===== config.mk =====
export PLATFORM = sky130hd
export DESIGN_NAME = ddec_host
export DESIGN_NICKNAME = d
export VERILOG_FILES = /design/src/core/ddec_pkg.sv /design/src/core/ddec_host.sv
export VERILOG_INCLUDE_DIRS = /design/src /design/src/core
export SDC_FILE = /design/constraint.sdc
export NUM_CORES = 1
export LEC_CHECK = 0
export BUFFER_PORTS_ARGS = -buffer_cell sky130_fd_sc_hd__buf_2
export CAP_MARGIN = 20
export CELL_PAD_IN_SITES_DETAIL_PLACEMENT = 1
export CELL_PAD_IN_SITES_GLOBAL_PLACEMENT = 1
export CORE_ASPECT_RATIO = 1.4
export CORE_UTILIZATION = 37
export DETAILED_ROUTE_END_ITERATION = 8
export HOLD_SLACK_MARGIN = 0.15
export PLACE_DENSITY_LB_ADDON = 0.1
export SYNTH_ARGS = -nofsm -noshare
export SYNTH_HDL_FRONTEND = slang
export SYNTH_SLANG_ARGS = --single-unit

===== constraint.sdc =====
create_clock -name sys_clk -period 1.6 [get_ports sys_clk]
set_input_delay 0.32 -clock sys_clk [delete_from_list [all_inputs] [get_ports sys_clk]]
set_output_delay 0.32 -clock sys_clk [all_outputs]
set_load 0.02 [all_outputs]

===== src/core/ddec_cfg.svh =====
// Constants for the dual decoder driver.
// Assumes inclusion by bare name from core files.
`ifndef DDEC_CFG_SVH
`define DDEC_CFG_SVH
// Decoder pin propagation allowance, in ns, and in cycles of sys_clk
`define DDEC_CLK_PERIOD_NS 100
`define DDEC_SETTLE_NS 34
`define DDEC_SETTLE_CYC (((`DDEC_SETTLE_NS) + (`DDEC_CLK_PERIOD_NS) - 1) / (`DDEC_CLK_PERIOD_NS))
// Mode encodings
`define DDEC_MODE_DUAL 2'h0
`define DDEC_MODE_DEC8 2'h1
`define DDEC_MODE_DMX8 2'h2
`define DDEC_MODE_DMX4 2'h3
`endif


===== src/core/ddec_pkg.sv =====
// Types for the dual decoder driver.
// Assumes ddec_cfg.svh is compiled alongside.
package ddec_pkg;
   typedef enum logic [1:0] {
      DDEC_IDLE = 2'h0,
      DDEC_SETUP = 2'h1,
      DDEC_ACTIVE = 2'h3,
      DDEC_RELEASE = 2'h2
   } ddec_state_t;
endpackage : ddec_pkg


===== src/core/ddec_host.sv =====
// Driver for an external dual 2-to-4 decoder.
// Assumes decoder pins are wired straight to the outputs below.
// Behaviour
// Selects encode index, sel_hi upper bit
// Both sections share the select pair
// Strobe high forces section outputs high
// Section one needs strobe low, data high
// Section two needs strobe and data low
// Section one data inverted, two not
// Demux: serial data on both data inputs
// Eight-way: joined data is third select
// Eight-way: joined strobe enables one output
// Eight-way demux: joined strobe carries data
// Strobes high while selects change
// Device is purely combinational
`timescale 1ns/10ps
`default_nettype none
`include "ddec_cfg.svh"
module ddec_host (
   // Clock and reset
   input wire logic sys_clk,
   input wire logic srst,
   // Request
   input wire logic req_valid,
   input wire logic [1:0] req_mode,
   input wire logic [2:0] req_index,
   input wire logic req_data,
   input wire logic req_sec_one,
   input wire logic req_sec_two,
   output logic req_ready,
   // Decoder pins
   output logic sel_lo,
   output logic sel_hi,
   output logic strobe_one_n,
   output logic strobe_two_n,
   output logic d_in_one,
   output logic d_in_two
);

   // Sequencer state
   ddec_pkg::ddec_state_t state_reg;
   ddec_pkg::ddec_state_t state_next;
   logic [1:0] cnt_reg;
   logic [1:0] cnt_next;
   logic ready_reg;
   logic ready_next;

   // Latched request
   logic [1:0] mode_reg;
   logic [1:0] mode_next;
   logic [2:0] idx_reg;
   logic [2:0] idx_next;
   logic dat_reg;
   logic dat_next;
   logic en1_reg;
   logic en1_next;
   logic en2_reg;
   logic en2_next;

   // Pin registers
   logic sl_reg;
   logic sl_next;
   logic sh_reg;
   logic sh_next;
   logic s1_reg;
   logic s1_next;
   logic s2_reg;
   logic s2_next;
   logic d1_reg;
   logic d1_next;
   logic d2_reg;
   logic d2_next;

   always_comb begin
      state_next = state_reg;
      cnt_next = cnt_reg;
      mode_next = mode_reg;
      idx_next = idx_reg;
      dat_next = dat_reg;
      en1_next = en1_reg;
      en2_next = en2_reg;
      ready_next = ready_reg;

      sl_next = sl_reg;
      sh_next = sh_reg;
      s1_next = 1'b1;
      s2_next = 1'b1;
      d1_next = d1_reg;
      d2_next = d2_reg;

      case (state_reg)
         // Wait for a request
         ddec_pkg::DDEC_IDLE: begin
            ready_next = 1'b1;
            if (req_valid && ready_reg) begin
               ready_next = 1'b0;
               mode_next = req_mode;
               idx_next = req_index;
               dat_next = req_data;
               en1_next = req_sec_one;
               en2_next = req_sec_two;
               // Selects move while strobes stay high
               sl_next = req_index[0];
               sh_next = req_index[1];
               // Data pins per mode
               case (req_mode)
                  `DDEC_MODE_DUAL: begin
                     d1_next = 1'b1;
                     d2_next = 1'b0;
                  end

                  `DDEC_MODE_DMX4: begin
                     d1_next = ~req_data;
                     d2_next = req_data;
                  end

                  default: begin
                     d1_next = req_index[2];
                     d2_next = req_index[2];
                  end
               endcase

               cnt_next = 2'(`DDEC_SETTLE_CYC);
               state_next = ddec_pkg::DDEC_SETUP;
            end
         end

         // Selects settle with strobes high
         ddec_pkg::DDEC_SETUP: begin
            if (cnt_reg == 2'h0) begin
               state_next = ddec_pkg::DDEC_ACTIVE;
               cnt_next = 2'(`DDEC_SETTLE_CYC);
            end else begin
               cnt_next = cnt_reg - 2'h1;
            end
         end

         // Strobe window
         ddec_pkg::DDEC_ACTIVE: begin
            // Lower strobes only once selects are stable
            case (mode_reg)
               `DDEC_MODE_DEC8: begin
                  s1_next = 1'b0;
                  s2_next = 1'b0;
               end
               `DDEC_MODE_DMX8: begin
                  s1_next = dat_reg;
                  s2_next = dat_reg;
               end
               default: begin
                  s1_next = ~en1_reg;
                  s2_next = ~en2_reg;
               end
            endcase
            if (cnt_reg == 2'h0) begin
               s1_next = 1'b1;
               s2_next = 1'b1;
               state_next = ddec_pkg::DDEC_RELEASE;
            end else begin
               cnt_next = cnt_reg - 2'h1;
            end
         end

         // Release, then ready again
         default: begin
            ready_next = 1'b1;
            state_next = ddec_pkg::DDEC_IDLE;
         end
      endcase
   end

   // Sequencer and latched request
   always_ff @(posedge sys_clk) begin
      if (srst) begin
         state_reg <= ddec_pkg::DDEC_IDLE;
         cnt_reg <= 2'h0;
         mode_reg <= 2'h0;
         idx_reg <= 3'h0;
         dat_reg <= 1'b0;
         en1_reg <= 1'b0;
         en2_reg <= 1'b0;
         ready_reg <= 1'b0;
      end else begin
         state_reg <= state_next;
         cnt_reg <= cnt_next;
         mode_reg <= mode_next;
         idx_reg <= idx_next;
         dat_reg <= dat_next;
         en1_reg <= en1_next;
         en2_reg <= en2_next;
         ready_reg <= ready_next;
      end
   end

   // Outputs registered; device needs no clock of its own
   always_ff @(posedge sys_clk) begin
      if (srst) begin
         sl_reg <= 1'b0;
         sh_reg <= 1'b0;
         s1_reg <= 1'b1;
         s2_reg <= 1'b1;
         d1_reg <= 1'b0;
         d2_reg <= 1'b1;
      end else begin
         sl_reg <= sl_next;
         sh_reg <= sh_next;
         s1_reg <= s1_next;
         s2_reg <= s2_next;
         d1_reg <= d1_next;
         d2_reg <= d2_next;
      end
   end

   // Every output straight from a flip-flop
   assign req_ready = ready_reg;
   assign sel_lo = sl_reg;
   assign sel_hi = sh_reg;
   assign strobe_one_n = s1_reg;
   assign strobe_two_n = s2_reg;
   assign d_in_one = d1_reg;
   assign d_in_two = d2_reg;
endmodule : ddec_host
`default_nettype wire


==> metrics.csv <==
metric;value;unit
grt_usage;15.2;%
fmax;738;MHz
final_nets;116;
clock-root-buffer;clkbuf_4;
min_period_over_period;84.7;%
multiInputGateArea;370;µm²
area_delta_synth_final;14.0;%
vias;598;
grt_max_degree;15;
dieHeight;55.2;µm
critPathKind;reg2reg;
n_fill_cell;238;
cts_resized;0;
port-buffer-count;17;
finalNonFillerCells;118;
finalSetupTns;0;ns
start_util;41.0;%
hpwlAfterDp;1010;µm
worstSetupEndpointType;flip-flop;
antenna_cells;0;
ys_seq_area_share;42.8;%
drt_first_pass_iters;2;
antenna_found_initial;0;
gp_congestion;0.633;
hold_viol;0;
die_w;40.0;µm
grt-ovfl-total;0;
critPathMaxStageDelay;0.39;ns
synth_cell_types;25;
tightest_slew;0.260;ns
clk_pin_slew_worst_paths;0.09;ns
critPathMaxFanout;4;
cts_tree;done;
max_slew_margin;82.7;%
core-area;1820;µm²
grt_pass1_wl;2420;µm
synth_fp_nets;96;
setup_viol;0;
dp_cells;115;
cp_slowest_cell;dfxtp_1;
min_path_type;in2reg;
synthCells;80;
cts_buffers;3;
std_cell_rows;18;
yosysWarnings;0;
crit_arrival;1.52;ns
drt-initial-drc-count;2;
area.sequential;320;µm²
max_cap_viol_count;0;
drive_gt1_share;26.5;%
dieArea;2210;µm²
post_drt_wl_per_cell;11.2;µm
yosys_register_bits;16;
clk_latency;0.28;ns
p_leak;0.348;nW
power.density;904;nW/µm²
start_kind;flip-flop;
drv_slew;0;
power;0.000772;W
drt-total-wl;1330;µm
antenna_left;0;
status;finished clean;
rsz0062_at_grt;false;
viasPerCell;5.07;
synth_area;748;µm²
clock_sinks;16;
pin_count;18;
hold_buffers;0;
synth.avg_cell_area;9.35;µm²
clock_path_buffers;2;
required;1.76;ns
drc_errors;0;
worstPathCellList;inv_1 > ha_1 > or2b_1 > a311oi_2 > o21ai_0;
irDropWorstVdd;0.313;mV
skew;0.00353;ns
grt_pass1_vias;570;
htreeDepth;1;
cts_setup_buffers;0;
period_needed;1.36;ns
[power by group]
group / switching [W] / total [W] / internal (W)
Sequential: 0.0000180 / 0.000439 / 0.000421
Combinational: 0.0000726 / 0.000127 / 0.0000547
Clock: 0.000118 / 0.000206 / 0.0000872
Total: 0.000209 / 0.000772 / 0.000563
[worst paths after layout]
kind | slack (ns) | startpoint | cells after the start | endpoint
worst max register to register | 0.24 | cnt_reg[0]$_SDFFE_PP0P_ | 5 | strobe_two_n$_SDFF_PP1_
worst max-delay path | 0.24 | cnt_reg[0]$_SDFFE_PP0P_ | 5 | strobe_two_n$_SDFF_PP1_
worst min-delay path | 0.27 | req_index[1] | 3 | sel_hi$_SDFFE_PP0P_
worst min register to register | 0.45 | en1_reg$_SDFFE_PP0P_ | 1 | strobe_one_n$_SDFF_PP1_
[stage by stage]
step / setup WS [ns] / hold WS, ns / utilization, % / cell area [µm²]
6_report: 0.245 / 0.269 / 46.8 / 853
5_1_grt: 0.0291 / 0.270 / 46.8 / 853
4_1_cts: 0.205 / 0.263 / 46.8 / 853
3_5_place_dp: 0.195 / 0.444 / 45.5 / 831
3_3_place_gp: 0.211 / 0.440 / 45.5 / 831
2_1_floorplan: 0.356 / 0.392 / - / 748
[cell type report]
class	count	share of cell area, %
clock buffers	3	2.64
repair buffers	18	10.9
inverters	6	2.64
well taps	20	2.93
flip-flops and latches	16	37.5
multi-input cells	55	43.4
[layer usage]
layer	up-vias	track usage (%)	share of wire, %
li1	308	-	-
met1	278	18.8	46
met2	10	23.5	50
met3	2	2.41	3.0
met4	0	8.87	0.98
met5	-	0	0
[worst max-delay path, delay by kind of cell (launching register included)]
kind	cells	cell delay, ns
adder cells (fa/ha/maj)	1	0.24
flip-flops	1	0.39
buffers and inverters	1	0.06
AO/OA/AOI/OAI	2	0.31
AND/OR/NAND/NOR	1	0.24
[synthesized netlist by cell type]
library cell	instances	area share (%)
nand2b_1	2	1.7
and4bb_2	1	1.7
o21a_1	1	1.0
nor2b_1	3	2.5
nand2_1	18	9.0
a21oi_1	7	4.7
nand3b_1	1	1.0
a311oi_2	1	2.0
a31oi_1	1	0.84
dlymetal6s2s_1	1	1.7
nor3_1	1	0.67
a21oi_2	2	2.3
o32ai_1	1	1.2
mux2i_1	1	1.3
o21ai_0	2	1.3
or2b_1	1	1.0
nand4bb_1	1	1.5
o2bb2ai_1	1	1.2
inv_1	6	3.0
ha_1	5	8.4
nor2_1	3	1.5
a211o_1	1	1.2
o311ai_4	1	3.5
buf_6	2	3.0
dfxtp_1	16	43
[cell usage in the layout (no fill, tap or decap)]
cell,n
a211o_1,1
a21oi_1,7
a21oi_2,2
a311oi_2,1
a31oi_1,1
and4bb_2,1
buf_2,17
buf_4,1
clkbuf_4,3
dfxtp_1,16
ha_1,5
inv_1,6
mux2i_1,1
nand2_1,18
nand2b_1,2
nand3b_1,1
nand4bb_1,1
nor2_1,3
nor2b_1,3
nor3_1,1
o21a_1,1
o21ai_0,2
o2bb2ai_1,1
o311ai_4,1
o32ai_1,1
or2b_1,1
[logic make-up (layout without fill, tap and decap cells)]
group	count (synthesis)	in the layout	synth area share, %
AOI/OAI and AO/OA	18	18	19.2
and+or+nand+nor	31	31	20.6
muxes	1	1	1.34
adders and majority gates	5	5	8.36
DFF	16	16	42.8
buffers and inverters	9	27	7.69
Power figures use the tool's default switching activity.
